--- config.mk ---
export PLATFORM = sky130hd
export DESIGN_NAME = usb_fn_regs
export DESIGN_NICKNAME = d
export VERILOG_FILES = /design/src/usb_fn_pkg.sv /design/src/flag_bus_if.sv /design/src/event_flag_bank.sv /design/src/idle_detector.sv /design/src/usb_fn_regs.sv
export SDC_FILE = /design/constraint.sdc
export NUM_CORES = 1
export LEC_CHECK = 0
export BUFFER_PORTS_ARGS = -buffer_cell sky130_fd_sc_hd__buf_2
export CORE_ASPECT_RATIO = 0.75
export CORE_MARGIN = 5
export CORE_UTILIZATION = 28
export DETAILED_ROUTE_END_ITERATION = 6
export SLEW_MARGIN = 15
export SYNTH_ARGS = -nofsm -noshare
export SYNTH_HDL_FRONTEND = slang
export SYNTH_SLANG_ARGS = --single-unit
--- constraint.sdc ---
create_clock -name pclk -period 1.79 [get_ports pclk]
set_input_delay 0.0895 -clock pclk [delete_from_list [all_inputs] [get_ports pclk]]
set_output_delay 0.0895 -clock pclk [all_outputs]
set_load 0.01 [all_outputs]
--- src/usb_fn_pkg.sv ---
// Constants, register map and field layout of the low-speed function block
package usb_fn_pkg;
	// Register byte offsets
	localparam logic [7:0] OFS_DMA_HIGH  = 8'h00;
	localparam logic [7:0] OFS_DMA_LOW   = 8'h04;
	localparam logic [7:0] OFS_TOKEN     = 8'h08;
	localparam logic [7:0] OFS_FLAGS     = 8'h0C;
	localparam logic [7:0] OFS_MASK      = 8'h10;
	localparam logic [7:0] OFS_CONTROL   = 8'h14;
	localparam logic [7:0] OFS_NODE_ID   = 8'h18;
	localparam logic [7:0] OFS_EP0_TX    = 8'h1C;
	localparam logic [7:0] OFS_EP1_TX    = 8'h20;
	localparam logic [7:0] OFS_EP2_TX    = 8'h24;
	localparam int         NUM_EP        = 3;
	// Event flag bit positions
	localparam int FLG_IDLE    = 7;
	localparam int FLG_DMA     = 6;
	localparam int FLG_OK      = 5;
	localparam int FLG_ERR     = 4;
	localparam int FLG_OVR     = 3;
	localparam int FLG_WAKE    = 2;
	localparam int FLG_RESET   = 1;
	localparam int FLG_SOF     = 0;
	// Control bit positions
	localparam int CTL_RESUME  = 3;
	localparam int CTL_REGULATOR_OFF    = 2;
	localparam int CTL_SLEEP   = 1;
	localparam int CTL_FORCED_BUS_RESET    = 0;
	// Reset values
	localparam logic [7:0] RST_FLAGS   = 8'h00;
	localparam logic [7:0] RST_MASK    = 8'h00;
	localparam logic [3:0] RST_CONTROL = 4'h6;
	localparam logic [6:0] RST_NODE_ID = 7'h00;
	localparam logic [7:0] RST_EP_TX   = 8'h00;
	localparam logic [7:0] RST_DMA     = 8'h00;
	// Transmit status codes and token codes
	localparam logic [1:0] STAT_NAK    = 2'h2;
	localparam logic [1:0] PID_IN      = 2'h2;
	localparam logic [1:0] PID_SETUP   = 2'h3;
	localparam logic [1:0] PID_LOW     = 2'h1;
	// Timing: idle limit and late DMA limit
	localparam int IDLE_TIME_US   = 3000;
	localparam int CLK_MHZ        = 20;
	localparam int IDLE_CYCLES    = IDLE_TIME_US * CLK_MHZ;
	localparam logic [3:0] DMA_WAIT_CYCLES = 4'h8;
	localparam int BUF_MAX_BYTES  = 48;
endpackage : usb_fn_pkg

--- src/flag_bus_if.sv ---
// Interface carrying flag set, clear and state between the flag bank and top
interface flag_bus_if;
	logic [7:0] set;
	logic [7:0] clr;
	logic [7:0] flags;
	modport owner (input set, input clr, output flags);
	modport user  (output set, output clr, input flags);
endinterface : flag_bus_if

--- src/event_flag_bank.sv ---
// Sticky event flags: hardware sets, a written zero clears
module event_flag_bank
	import usb_fn_pkg::*;
(
	// Clock and reset
	input wire logic pclk,
	input wire logic presetn,
	// Flag traffic
	flag_bus_if.owner fb
);
	// Set beats clear so an event in the clearing cycle survives
	always_ff @(posedge pclk or negedge presetn)
	begin
		if (!presetn)
			fb.flags <= RST_FLAGS;
		else
			fb.flags <= (fb.flags & ~fb.clr) | fb.set;
	end
endmodule : event_flag_bank

--- src/idle_detector.sv ---
// Counts continuous idle bus time and pulses once past the limit
module idle_detector
	import usb_fn_pkg::*;
#(
	parameter int LIMIT = IDLE_CYCLES
)(
	// Clock and reset
	input wire logic pclk,
	input wire logic presetn,
	// Qualifiers
	input wire logic armed,
	input wire logic idle_line,
	// Result
	output logic     hit
);
	logic [16:0] count;

	// Saturating count; any activity or disarm restarts it
	always_ff @(posedge pclk or negedge presetn)
	begin
		if (!presetn)
		begin
			count <= 17'h00000;
			hit   <= 1'b0;
		end
		else if (!(armed && idle_line))
		begin
			count <= 17'h00000;
			hit   <= 1'b0;
		end
		else
		begin
			hit <= (count == 17'(LIMIT));
			if (count <= 17'(LIMIT))
				count <= count + 17'h00001;
		end
	end
endmodule : idle_detector

--- src/usb_fn_regs.sv ---
// Register and event logic of the low-speed function interface
module usb_fn_regs
	import usb_fn_pkg::*;
#(
	parameter int IDLE_LIMIT = IDLE_CYCLES
)(
	// Clock and reset
	input  wire logic        pclk,
	input  wire logic        presetn,
	// APB slave
	input  wire logic        psel,
	input  wire logic        penable,
	input  wire logic        pwrite,
	input  wire logic [7:0]  paddr,
	input  wire logic [31:0] pwdata,
	output logic [31:0]      prdata,
	output logic             pready,
	output logic             pslverr,
	// Transceiver line pins
	input  wire logic        line_se0_pin,
	input  wire logic        line_k_pin,
	// Serial engine report
	input  wire logic        xfer_done,
	input  wire logic [1:0]  xfer_ep,
	input  wire logic [1:0]  xfer_pid_high,
	input  wire logic [3:0]  xfer_count,
	input  wire logic        xfer_is_rx,
	input  wire logic        fault_pid,
	input  wire logic        fault_crc,
	input  wire logic        fault_toggle,
	input  wire logic        fault_overrun,
	input  wire logic        fault_stuff,
	input  wire logic        fault_frame,
	input  wire logic        fault_timeout,
	input  wire logic        answered_nak_stall,
	input  wire logic        keepalive,
	input  wire logic        bus_reset_seen,
	// DMA engine
	input  wire logic [5:0]  dma_offset,
	input  wire logic        dma_request,
	input  wire logic        dma_grant,
	output logic [15:0]      dma_addr,
	// Processor
	input  wire logic        cpu_imask,
	output logic             irq_req,
	output logic             wake_irq,
	// Link control outputs
	output logic             resume_drive,
	output logic             regulator_off,
	output logic             suspended,
	output logic             iface_reset,
	output logic [6:0]       node_id,
	output logic [23:0]      ep_tx_ctrl
);
	typedef enum logic [2:0] {
		ST_ACTIVE = 3'b001,
		ST_SLEEP  = 3'b010,
		ST_RESET  = 3'b100
	} link_state_t;

	link_state_t state;
	link_state_t next_state;
	logic [7:0]  dma_base_high_reg;
	logic [1:0]  buffer_base_bits;
	logic [1:0]  endpoint_number;
	logic [3:0]  received_byte_count;
	logic [1:0]  token_pid_high;
	logic [7:0]  event_mask_reg;
	logic [3:0]  link_control_reg;
	logic [6:0]  node_id_reg;
	logic [7:0]  tx_endpoint_control_reg [NUM_EP];
	logic [1:0]  se0_sync;
	logic [1:0]  k_sync;
	logic        line_se0;
	logic        line_k;
	logic        idle_armed;
	logic        idle_hit;
	logic        resume_prev;
	logic        resume_end;
	logic        activity;
	logic [3:0]  dma_wait;
	logic        dma_late_evt;
	logic        ok_evt;
	logic        err_evt;
	logic        usb_reset_evt;
	logic        sof_evt;
	logic        wake_evt;
	logic        wr_access;
	logic        rd_setup;
	logic [7:0]  wdata;
	logic [31:0] next_rdata;
	logic        next_err;

	flag_bus_if fb ();

	event_flag_bank u_flags (
		.pclk    (pclk),
		.presetn (presetn),
		.fb      (fb)
	);

	idle_detector #(.LIMIT(IDLE_LIMIT)) u_idle (
		.pclk      (pclk),
		.presetn   (presetn),
		.armed     (idle_armed),
		.idle_line (!line_se0 && !line_k),
		.hit       (idle_hit)
	);

	// Map a byte offset to an endpoint slot, 3 means none
	function automatic logic [1:0] ep_slot(input logic [7:0] a);
		case (a)
			OFS_EP0_TX: ep_slot = 2'h0;
			OFS_EP1_TX: ep_slot = 2'h1;
			OFS_EP2_TX: ep_slot = 2'h2;
			default:    ep_slot = 2'h3;
		endcase
	endfunction : ep_slot

	// Write lands at the access edge; setup edge prepares the answer
	assign wr_access = psel && penable && pwrite && pready;
	assign rd_setup  = psel && !penable;
	assign wdata     = pwdata[7:0];

	// Pins cross into the clock domain through two flops
	always_ff @(posedge pclk or negedge presetn)
	begin
		if (!presetn)
		begin
			se0_sync <= 2'h0;
			k_sync   <= 2'h0;
		end
		else
		begin
			se0_sync <= {se0_sync[0], line_se0_pin};
			k_sync   <= {k_sync[0], line_k_pin};
		end
	end
	assign line_se0 = se0_sync[1];
	assign line_k   = k_sync[1];
	assign activity = line_se0 || line_k;

	// Event sources
	assign ok_evt = xfer_done && !answered_nak_stall && !(fault_pid
		|| fault_crc || fault_toggle || fault_overrun || fault_stuff
		|| fault_frame);
	assign err_evt = fault_timeout || (xfer_done && (fault_crc
		|| fault_stuff || fault_frame));
	assign resume_end = resume_prev && !link_control_reg[CTL_RESUME];
	assign sof_evt    = keepalive || resume_end;
	assign usb_reset_evt = bus_reset_seen
		|| (state == ST_RESET && next_state != ST_RESET);
	assign wake_evt   = (state == ST_SLEEP) && activity;

	always_comb
	begin
		fb.set = 8'h00;
		fb.set[FLG_IDLE]  = idle_hit;
		fb.set[FLG_DMA]   = dma_late_evt;
		fb.set[FLG_OK]    = ok_evt;
		fb.set[FLG_ERR]   = err_evt;
		fb.set[FLG_OVR]   = (err_evt && fb.flags[FLG_ERR])
			|| (sof_evt && fb.flags[FLG_SOF]);
		fb.set[FLG_WAKE]  = wake_evt;
		fb.set[FLG_RESET] = usb_reset_evt;
		fb.set[FLG_SOF]   = sof_evt;
		fb.clr = 8'h00;
		if (wr_access && paddr == OFS_FLAGS)
			fb.clr = ~wdata;
	end

	// Link state: forced reset dominates, then forced sleep
	always_comb
	begin
		case (state)
			ST_ACTIVE: next_state = link_control_reg[CTL_SLEEP]
				? ST_SLEEP : ST_ACTIVE;
			ST_SLEEP:  next_state = activity || !link_control_reg[CTL_SLEEP]
				? ST_ACTIVE : ST_SLEEP;
			ST_RESET:  next_state = ST_ACTIVE;
			default:   next_state = ST_ACTIVE;
		endcase
		if (link_control_reg[CTL_FORCED_BUS_RESET])
			next_state = ST_RESET;
	end

	always_ff @(posedge pclk or negedge presetn)
	begin
		if (!presetn)
			state <= ST_ACTIVE;
		else
			state <= next_state;
	end

	// Idle check: armed by any reset or resume end, dropped by sleep
	always_ff @(posedge pclk or negedge presetn)
	begin
		if (!presetn)
		begin
			idle_armed  <= 1'b1;
			resume_prev <= 1'b0;
		end
		else
		begin
			resume_prev <= link_control_reg[CTL_RESUME];
			if (usb_reset_evt || resume_end)
				idle_armed <= 1'b1;
			else if (link_control_reg[CTL_SLEEP])
				idle_armed <= 1'b0;
		end
	end

	// Late DMA: a request left ungranted for the wait limit
	always_ff @(posedge pclk or negedge presetn)
	begin
		if (!presetn)
		begin
			dma_wait     <= 4'h0;
			dma_late_evt <= 1'b0;
		end
		else
		begin
			dma_late_evt <= 1'b0;
			if (!dma_request || dma_grant)
				dma_wait <= 4'h0;
			else if (dma_wait != DMA_WAIT_CYCLES)
			begin
				dma_wait     <= dma_wait + 4'h1;
				dma_late_evt <= (dma_wait == DMA_WAIT_CYCLES - 4'h1);
			end
		end
	end

	// Buffer base registers; low six bits come from the engine
	always_ff @(posedge pclk or negedge presetn)
	begin
		if (!presetn)
		begin
			dma_base_high_reg <= RST_DMA;
			buffer_base_bits  <= 2'h0;
			dma_addr          <= 16'h0000;
		end
		else
		begin
			if (wr_access && paddr == OFS_DMA_HIGH)
				dma_base_high_reg <= wdata;
			if (wr_access && paddr == OFS_DMA_LOW)
				buffer_base_bits <= wdata[7:6];
			// Offset above the 48-byte area is the engine's to avoid
			dma_addr <= {dma_base_high_reg, buffer_base_bits,
				dma_offset};
		end
	end

	// Transfer report, taken together so software sees one set
	always_ff @(posedge pclk or negedge presetn)
	begin
		if (!presetn)
		begin
			endpoint_number     <= 2'h0;
			received_byte_count <= 4'h0;
			token_pid_high      <= 2'h0;
		end
		else if (ok_evt)
		begin
			endpoint_number <= xfer_ep;
			token_pid_high  <= xfer_pid_high;
			if (xfer_is_rx)
				received_byte_count <= xfer_count;
		end
	end

	// Mask, control and node address
	always_ff @(posedge pclk or negedge presetn)
	begin
		if (!presetn)
		begin
			event_mask_reg   <= RST_MASK;
			link_control_reg <= RST_CONTROL;
			node_id_reg      <= RST_NODE_ID;
		end
		else
		begin
			if (wr_access && paddr == OFS_MASK)
				event_mask_reg <= wdata;
			if (wr_access && paddr == OFS_CONTROL)
				link_control_reg <= wdata[3:0];
			if (wake_evt)
				link_control_reg[CTL_SLEEP] <= 1'b0;
			if (link_control_reg[CTL_FORCED_BUS_RESET] || bus_reset_seen)
				node_id_reg <= RST_NODE_ID;
			else if (wr_access && paddr == OFS_NODE_ID)
				node_id_reg <= wdata[6:0];
		end
	end

	// Transmit endpoint control with hardware handshake updates
	always_ff @(posedge pclk or negedge presetn)
	begin
		if (!presetn)
		begin
			for (int i = 0; i < NUM_EP; i++)
				tx_endpoint_control_reg[i] <= RST_EP_TX;
		end
		else
		begin
			for (int i = 0; i < NUM_EP; i++)
			begin
				if (link_control_reg[CTL_FORCED_BUS_RESET] || bus_reset_seen)
					tx_endpoint_control_reg[i] <= RST_EP_TX;
				else if (ok_evt && xfer_ep == 2'(i)
					&& (xfer_pid_high == PID_IN
					|| xfer_pid_high == PID_SETUP))
				begin
					tx_endpoint_control_reg[i][5:4] <= STAT_NAK;
					tx_endpoint_control_reg[i][6] <=
						(xfer_pid_high == PID_SETUP)
						|| !tx_endpoint_control_reg[i][6];
				end
				else if (wr_access && ep_slot(paddr) == 2'(i))
					tx_endpoint_control_reg[i] <= {1'b0, wdata[6:0]};
			end
		end
	end

	// Read mux, sampled in the setup phase
	always_comb
	begin
		next_rdata = 32'h00000000;
		next_err   = 1'b0;
		case (paddr)
			OFS_DMA_HIGH: next_rdata[7:0] = dma_base_high_reg;
			OFS_DMA_LOW:  next_rdata[7:0] = {buffer_base_bits,
				endpoint_number, received_byte_count};
			OFS_TOKEN:    next_rdata[7:0] = {token_pid_high, 3'h0,
				line_se0, line_k, 1'b0};
			OFS_FLAGS:    next_rdata[7:0] = fb.flags;
			OFS_MASK:     next_rdata[7:0] = event_mask_reg;
			OFS_CONTROL:  next_rdata[7:0] = {4'h0, link_control_reg};
			OFS_NODE_ID:  next_rdata[7:0] = {1'b0, node_id_reg};
			OFS_EP0_TX:   next_rdata[7:0] = tx_endpoint_control_reg[0];
			OFS_EP1_TX:   next_rdata[7:0] = tx_endpoint_control_reg[1];
			OFS_EP2_TX:   next_rdata[7:0] = tx_endpoint_control_reg[2];
			default:      next_err = 1'b1;
		endcase
	end

	// Zero-wait answer: ready rises for exactly the access phase
	always_ff @(posedge pclk or negedge presetn)
	begin
		if (!presetn)
		begin
			pready  <= 1'b0;
			prdata  <= 32'h00000000;
			pslverr <= 1'b0;
		end
		else
		begin
			pready  <= rd_setup;
			pslverr <= rd_setup && next_err;
			if (rd_setup)
				prdata <= pwrite ? 32'h00000000 : next_rdata;
		end
	end

	// Interrupt lines and link outputs, all registered
	always_ff @(posedge pclk or negedge presetn)
	begin
		if (!presetn)
		begin
			irq_req       <= 1'b0;
			wake_irq      <= 1'b0;
			resume_drive  <= 1'b0;
			regulator_off <= 1'b1;
			suspended     <= 1'b0;
			iface_reset   <= 1'b0;
		end
		else
		begin
			irq_req <= |(fb.flags & event_mask_reg) && !cpu_imask;
			// Separate wake line so a halted processor can be roused
			wake_irq <= fb.flags[FLG_WAKE] && event_mask_reg[FLG_WAKE];
			resume_drive  <= link_control_reg[CTL_RESUME];
			regulator_off <= link_control_reg[CTL_REGULATOR_OFF];
			suspended     <= (state == ST_SLEEP);
			iface_reset   <= (state == ST_RESET) || bus_reset_seen;
		end
	end

	assign node_id    = node_id_reg;
	assign ep_tx_ctrl = {tx_endpoint_control_reg[2],
		tx_endpoint_control_reg[1], tx_endpoint_control_reg[0]};
endmodule : usb_fn_regs

==> results by group, run 1 <==
Power and ir drop
  • Switching Share: 24.1%
  • Cell internal pwr: 5.35 mW
  • Cell area power density: 843 nW/µm²
  • Switching power: 1.70 mW
  • Leakage power: 4.04 nW
  • Peak supply drop: 0.645 mV
  • Clk pwr share: 50.9%
  • Seq pwr share: 42.3%
  • Comb pwr share: 6.8%

Timing
  • Clk_skew: 0.00541 ns
  • Final setup fails: 1
  • Worst setup margin: -0.00421 ns
  • Fin. max-slew vios: 0
  • Tcrit/Tclk final: 100%
  • Max Clk Rate: 557 MHz
  • Slew @ Worst Pin: 0.594 ns
  • Fin Setup TNS: -0.00421 ns
  • Max_slew headroom: 60.4%
  • Minimum clock period: 1.79 ns
  • Final Hold Fails: 0
  • RSZ-0062 raised after global routing: true

Synthesis
  • Yosys Warn Count: 0
  • Post-synth top cells: dfrtp_1 (124), mux2i_1 (48), nor2_1 (44)
  • Synth top area cells: dfrtp_1 (50%), mux2i_1 (7.7%), mux2_2 (5.4%)
  • Post-Syn Area: 6250 µm²
  • Most used DFF post-synth: dfrtp_1
  • Synth top area share: 49.6%
  • Number of synthesized flops with an enable pin: 0
  • Async SR Flop Fraction: 100%
  • Cells after synthesis: 574
  • Area leader, netlist: dfrtp_1
  • Flops & latches, synth: 129
  • Sequential share of the synthesized area: 51.7%
  • Synth Area per Inst: 10.9 µm²
  • Netlist cell types: 57
  • Most numerous cell in the Yosys netlist: dfrtp_1

Drt
  • Post-route ant nets: 0
  • Drt drc: 0
  • DRT Wirelength: 18.7 mm
  • Vias: 5017
  • WL per Instance: 17.5 µm
  • Drt via density: 4.71
  • First-pass detailed-route iteration total: 5
  • DR iter-0 viols: 320

Critical path
  • Crit-path cells: a211oi_2 > o21ai_1 > a21o_1 > a2111oi_2 > buf_4 > mux2i_1
  • Critical path fanouts, max: 3
  • R2r worst-path depth: 6
  • Critical Path Max Stage Delay: 0.41 ns
  • Critical Path End Type: flip-flop
  • Critical Path RT: 2.14 ns
  • Worst setup SP type: flip-flop
  • Slowest CP cell: dfrtp_1
  • Worst EP arrival: 2.14 ns
  • WS Path Type: flip-flop to flip-flop

Placed design
  • Dpl cell area: 7400 µm²
  • PortBufs: 111
  • Pre-CTS WS: -0.213 ns
  • HPWL after DPL: 14.0 mm
  • Routability cong.: 0.868

Finish
  • Area of the multi-input gates: 2860 µm²
  • Seq. cell area: 3230 µm²
  • Layout cells sized above 1: 35.5%
  • Nets@finish: 839
  • Synth-to-Final Area Change: 33.8%
  • Diode count: 0
  • Final instance area: 8360 µm²
  • Fillcell total: 2181
  • Largest register FFs: 21

CTS
  • CTS buffer count: 17
  • CTS max path bufs: 2
  • Clk slew on worst S/H paths: 0.06 ns
  • Worst skew pair latency: 0.42 ns
  • H-tree levels: 4
  • CTS root buffer: clkbuf_16
  • CTS tree: done
  • # clock sinks: 129

Die
  • I/O pin count: 163
  • Initial Utilization: 28.4%
  • Core area: 22000 µm²
  • Die area: 25400 µm²
  • Site Rows: 47
  • Die Y: 139 µm
  • Die width: 183 µm

Global route
  • Largest net degree at the start of global routing: 49
  • GR Util All Layers: 14.6%
  • First-pass GRT wire length: 28.9 mm
  • Remaining global-route overflow: 0
  • Antenna violations before repair: 0
  • Vias in the first global route: 4866

Run
  • Maxcap violations: 0

Worst hold path
  • Worst Hold Path Cells: 3
  • HP Class: primary input to flip-flop

Outcome
  • Failing checks: setup timing
  • Status: finished, violations left
final cells by class:
cell class | instances | share of cell area (%)
inverter | 12 | 0.539
tap | 294 | 4.40
multi-input combinational | 406 | 34.2
sequential | 129 | 38.7
clock inverter | 15 | 2.20
clock buffer | 17 | 5.09
timing repair buffer | 193 | 14.9
cells in the final DEF, fill, tap and decap left out, types with 3 or more instances in the layout:
cell type,instances
ha_1,3
nor2_1,43
inv_1,10
nor2b_1,3
nand2_1,38
buf_4,56
a2111o_1,6
clkinvlp_4,5
o21ai_0,31
nor3b_1,5
a22oi_1,7
nand3_1,26
and2_1,3
buf_6,3
bufinv_16,3
conb_1,27
nand4_1,10
mux4_2,6
nor3_2,4
a21oi_1,25
and3_1,11
dlygate4sd3_1,22
and4_1,4
dfrtp_1,124
dfstp_2,5
a211oi_2,4
mux2i_1,48
buf_2,111
mux2_2,30
or3_1,3
a22o_1,4
clkbuf_16,17
inv_6,3
nor3_1,6
nand2b_1,16
stage by stage:
step	utilization [%]	hold WS (ns)	total power, mW	cells
finish	38.0	0.0278	7.05	1066
global route	38.0	0.0368	7.29	1066
CTS	37.6	0.0114	7.11	1062
detailed placement	33.7	0.0409	3.47	1008
global placement	33.7	0.0439	3.47	1008
floorplan	-	-0.206	3.25	600
metal layers:
metal	up-vias	global-route usage (%)	wire length [µm]
li1	2392	-	-
met1	2450	23.2	9710
met2	157	19.5	7580
met3	18	3.65	1110
met4	0	3.95	258
met5	-	0	0
power groups by stage:
stage                     logic [mW]  registers, mW  clock network [mW]
after global routing           0.530           2.99                3.78
final                          0.478           2.98                3.59
after detailed placement       0.433           3.04                   0
after CTS                      0.475           2.98                3.65
after floorplan                0.218           3.03                   0
after global placement         0.431           3.04                   0
worst paths after layout:
kind / end / startpoint / slack [ns]
setup / recovery: u_idle.count[7] / u_idle.count[6] / -0.004
hold / removal: dma_wait[1] / dma_request / 0.03
setup reg to reg: u_idle.count[7] / u_idle.count[6] / -0.004
hold reg to reg: k_sync[1] / k_sync[0] / 0.35
max in group asynchronous: dma_addr[11] / presetn / 0.98
min in group asynchronous: u_idle.count[1] / presetn / 0.16
critical path, delay by kind of cell (launching register included):
family | cells | cell delay (ns)
AO/OA/AOI/OAI | 4 | 0.99
buffers and inverters | 1 | 0.17
flip-flops | 1 | 0.41
multiplexers | 1 | 0.16
cell families (layout without fill, tap and decap cells):
family	Yosys count	in the layout	share of synthesized area (%)
flops	129	129	51.7
mux	84	84	15.2
other cells	1	27	0.0600
buf+inv	65	237	5.68
compound gates	100	100	10.3
simple gates	189	189	15.9
fa+ha+maj	4	4	0.801
xor+xnor	2	2	0.280
what timing repair did:
item	4_1_cts	5_1_grt
hold buffers	22	0
pin swaps	0	6
endpoints found under the setup margin	8	34
resized for setup	7	21
endpoints found under the hold margin	75	0
cloned	0	2
buffers inserted	0	2
No activity file was read; power rests on OpenSTA's default activity.
==> run 2, diff against run 1 <==
SKIP_CTS_REPAIR_TIMING = 1   (was not set)
==> results by group, run 2 (synthesis results as in run 1) <==
Outcome
  • Status: finished, violations left
  • Failing checks: setup timing

Finish
  • Seq. cell area: 3230 µm²
  • Largest register FFs: 21
  • Area of the multi-input gates: 2870 µm²
  • Commonest non-fill, non-tap cell in the layout: dfrtp_1
  • Fillcell total: 2187
  • Nets@finish: 838
  • Diode count: 0
  • Layout cells sized above 1: 35.5%
  • Synth-to-Final Area Change: 33.7%
  • Core Util, Final: 38.0%
  • Commonest non-fill, non-tap cells in the layout: dfrtp_1 (124), buf_2 (111), buf_4 (56), mux2i_1 (48), nor2_1 (43)
  • Final Non-Filler Cells: 1065

Drt
  • DRT Wirelength: 18.8 mm
  • First-pass detailed-route iteration total: 6
  • Post-route ant nets: 0
  • Drt via density: 4.72
  • DR iter-0 viols: 351
  • WL per Instance: 17.7 µm
  • Drt drc: 0
  • Vias: 5030

Timing
  • Max Clk Rate: 554 MHz
  • Max_slew headroom: 61.0%
  • Fin Setup TNS: -0.0139 ns
  • Clk_skew: 0.00579 ns
  • Tcrit/Tclk final: 101%
  • Minimum clock period: 1.80 ns
  • Final Hold Fails: 0
  • Fin. max-slew vios: 0
  • RSZ-0062 raised after global routing: true
  • Final setup fails: 1
  • Slew @ Worst Pin: 0.586 ns
  • Worst setup margin: -0.0139 ns

Global route
  • Antenna violations before repair: 0
  • Vias in the first global route: 4766
  • Largest net degree at the start of global routing: 49
  • GR Util All Layers: 14.5%
  • First-pass GRT wire length: 28.4 mm
  • Remaining global-route overflow: 0

Die
  • I/O pin count: 163
  • Die width: 183 µm
  • Initial Utilization: 28.4%
  • Core area: 22000 µm²
  • Site Rows: 47
  • Die Y: 139 µm
  • Die area: 25400 µm²

Placed design
  • PortBufs: 111
  • Pre-CTS WS: -0.213 ns
  • Dpl cells: 1008
  • HPWL after DPL: 14.0 mm
  • Routability cong.: 0.868

CTS
  • CTS tree: done
  • Worst skew pair latency: 0.42 ns
  • CTS root buffer: clkbuf_16
  • CTS max path bufs: 2
  • CTS buffer count: 17
  • H-tree levels: 4
  • Clk slew on worst S/H paths: 0.06 ns
  • # clock sinks: 129

Power and ir drop
  • Cell area power density: 843 nW/µm²
  • Peak supply drop: 0.645 mV
  • Leakage power: 4.04 nW

Critical path
  • Critical Path Max Stage Delay: 0.41 ns
  • Critical Path End Type: flip-flop
  • Slowest CP cell: dfrtp_1
  • Worst EP arrival: 2.15 ns
  • Critical path fanouts, max: 3
  • R2r worst-path depth: 6
  • Worst setup SP type: flip-flop
  • Crit-path cells: a211oi_2 > o21ai_1 > a21o_1 > a2111oi_2 > buf_4 > mux2i_1
  • WS Path Type: flip-flop to flip-flop
  • Critical Path RT: 2.14 ns

Worst hold path
  • HP Class: primary input to flip-flop
  • Worst Hold Path Cells: 2

Run
  • Maxcap violations: 0
run 2: cell types whose count changed in the layout (fill, tap and decap cells not counted):
| cell | before | now |
|---|---|---|
| a211oi_2 | 4 | 3 |
| a211oi_4 | 0 | 1 |
| dlygate4sd3_1 | 22 | 21 |
run 2: worst paths after layout:
| kind | start | slack, ns | to |
|---|---|---|---|
| min reg2reg | k_sync[0] | 0.35 | k_sync[1] |
| min | xfer_ep[1] | 0.009 | endpoint_number[1] |
| max in group asynchronous | presetn | 0.98 | dma_addr[11] |
| min in group asynchronous | presetn | 0.16 | u_idle.count[1] |
| max reg2reg | u_idle.count[6] | -0.01 | u_idle.count[7] |
| max | u_idle.count[6] | -0.01 | u_idle.count[7] |
run 2: layer usage:
metal | vias up | routed length (µm) | part of all wire [%] | global-route usage (%)
met1 | 2478 | 9770 | 52 | 22.9
met3 | 16 | 1060 | 5.6 | 3.76
met2 | 148 | 7760 | 41 | 19.3
met5 | - | 0 | 0 | 0
met4 | 0 | 212 | 1.1 | 3.67
li1 | 2388 | - | - | -
run 2: worst max-delay path, delay by kind of cell (launching register included):
kind | cells | cell delay, ns
muxes | 1 | 0.16
buffers and inverters | 1 | 0.17
AOI/OAI and AO/OA | 4 | 0.99
DFF | 1 | 0.41
run 2: stage by stage:
step	hold slack (ns)	instance area [µm²]	total power [mW]
after floorplan	-0.206	6350	3.25
after global placement	0.0439	7400	3.47
after detailed placement	0.0409	7400	3.47
after CTS	-0.412	8010	7.07
after global routing	0.00895	8360	7.29
final	0.00949	8360	7.05
run 2: area by class of cell:
type                       count  share of cell area (%)
inverter                      12                   0.539
tap                          294                    4.40
sequential                   129                    38.7
timing repair buffer         192                    14.8
multi-input combinational    406                    34.3
clock inverter                15                    2.20
clock buffer                  17                    5.09
run 2: report_power, final:
group / switching [mW] / total (mW) / internal, mW
sequential: 0.0268 / 2.99 / 2.96
clock: 1.39 / 3.59 / 2.21
combinational: 0.288 / 0.476 / 0.188
total: 1.70 / 7.05 / 5.35
==> run 3, diff against run 2 <==
clock period = 1.9 ns   (was 1.79 ns; I/O delays follow)
==> results by group, run 3 (synthesis results as in run 1) <==
Timing
  • Worst setup margin: 0.118 ns
  • RSZ-0062 raised after global routing: true
  • Fin. max-slew vios: 0
  • Final Hold Fails: 1
  • Minimum clock period: 1.78 ns
  • Hold_ws: -0.00342 ns
  • Slew @ Worst Pin: 0.587 ns
  • Clk_skew: 0.00731 ns
  • Final setup fails: 0
  • Tcrit/Tclk final: 93.8%
  • Max_slew headroom: 60.5%
  • Max Clk Rate: 561 MHz

Global route
  • GR Util All Layers: 14.4%
  • Antenna violations before repair: 0
  • First-pass GRT wire length: 28.3 mm
  • Remaining global-route overflow: 0
  • Largest net degree at the start of global routing: 47
  • Vias in the first global route: 4729

Worst hold path
  • HP Class: primary input to flip-flop

Placed design
  • HPWL after DPL: 13.8 mm
  • PortBufs: 111
  • Routability cong.: 0.889
  • Pre-CTS WS: -0.153 ns

Critical path
  • Critical Path RT: 2.23 ns
  • Critical Path End Type: flip-flop
  • Critical path fanouts, max: 19
  • WS Path Type: flip-flop to flip-flop
  • Worst EP arrival: 2.11 ns
  • Worst setup SP type: flip-flop

CTS
  • H-tree levels: 4
  • # clock sinks: 129
  • CTS root buffer: clkbuf_16
  • CTS max path bufs: 2
  • Worst skew pair latency: 0.41 ns
  • Clk slew on worst S/H paths: 0.06 ns
  • CTS buffer count: 17
  • CTS tree: done

Finish
  • Nets@finish: 821
  • Commonest non-fill, non-tap cell in the layout: dfrtp_1
  • Largest register FFs: 21
  • Fillcell total: 2210
  • Diode count: 0
  • Synth-to-Final Area Change: 30.6%
  • Commonest non-fill, non-tap cells in the layout: dfrtp_1 (124), buf_2 (110), mux2i_1 (48), nor2_1 (44), buf_4 (42)
  • Layout cells sized above 1: 31.5%

Run
  • Maxcap violations: 0

Drt
  • Drt drc: 0
  • DRT Wirelength: 18.4 mm
  • DR iter-0 viols: 374
  • Post-route ant nets: 0
  • Drt via density: 4.78
  • Vias: 5001
  • First-pass detailed-route iteration total: 7
  • WL per Instance: 17.6 µm

Die
  • Initial Utilization: 28.4%
  • Site Rows: 47
  • Core area: 22000 µm²
  • Die Y: 139 µm
  • I/O pin count: 163
  • Die width: 183 µm
  • Die area: 25400 µm²

Power and ir drop
  • Leakage power: 3.96 nW
  • Peak supply drop: 0.644 mV
  • Cell area power density: 821 nW/µm²

Outcome
  • Failing checks: hold timing
  • Status: finished, violations left
==> run 3: changes by cell type in the layout (fill, tap and decap cells not counted), sizes merged <==
cell	change
clkinvlp	-5
clkbuf	+9
dlygate4sd3	-1
buf	-16
bufinv	+1
clkinv	-2
inv	-4
==> run 3: through the flow <==
stage	area, µm²	setup TNS, ns	util (%)	cells	power (mW)
final	8160	0	37.1	1047	6.70
after global routing	8160	-0.00861	37.1	1047	6.94
after CTS	7940	0	36.1	1027	6.74
after detailed placement	7320	-0.648	33.3	996	3.26
after global placement	7320	-0.530	33.3	996	3.26
after floorplan	6350	0	-	600	3.06
==> run 3: report_power, final <==
group	internal [mW]	switching, mW
Combinational	0.168	0.269
Clock	2.29	1.16
Sequential	2.79	0.0240
==> run 3: final cells by class <==
| cell class | instances | area [µm²] | area share, % |
|---|---|---|---|
| clock inverter | 5 | 125 | 1.53 |
| inverter | 12 | 45.0 | 0.552 |
| timing repair buffer | 175 | 1120 | 13.7 |
| sequential | 129 | 3230 | 39.6 |
| clock buffer | 26 | 489 | 5.99 |
| tap | 294 | 368 | 4.51 |
| multi-input combinational | 406 | 2780 | 34.1 |
==> run 3: worst paths after layout <==
check | start | endpoint | slack [ns] | cells after the start
worst max-delay path | u_idle.count[6] | u_idle.count[6] | 0.12 | 6
min in group asynchronous | presetn | received_byte_count[2] | 0.19 | 2
worst min register to register | se0_sync[0] | se0_sync[1] | 0.35 | 0
max in group asynchronous | presetn | state[0] | 1.01 | 3
worst min-delay path | xfer_pid_high[0] | token_pid_high[0] | -0.003 | 2
worst max register to register | u_idle.count[6] | u_idle.count[6] | 0.12 | 6
==> run 3: worst max-delay path, stage by stage, from the launching register on <==
cell and delay [ns]:
dfrtp_1 0.40, a211oi_1 0.23, o21ai_0 0.13, a21o_1 0.21, buf_4 0.20, a211oi_1 0.31
mux2i_1 0.22
==> run 3: layer usage <==
metal	global-route usage, %	up-vias	wire length [µm]
met5	0	-	0
met1	22.3	2454	9290
li1	-	2357	-
met2	19.3	177	7650
met4	3.83	0	178
met3	4.20	13	1300
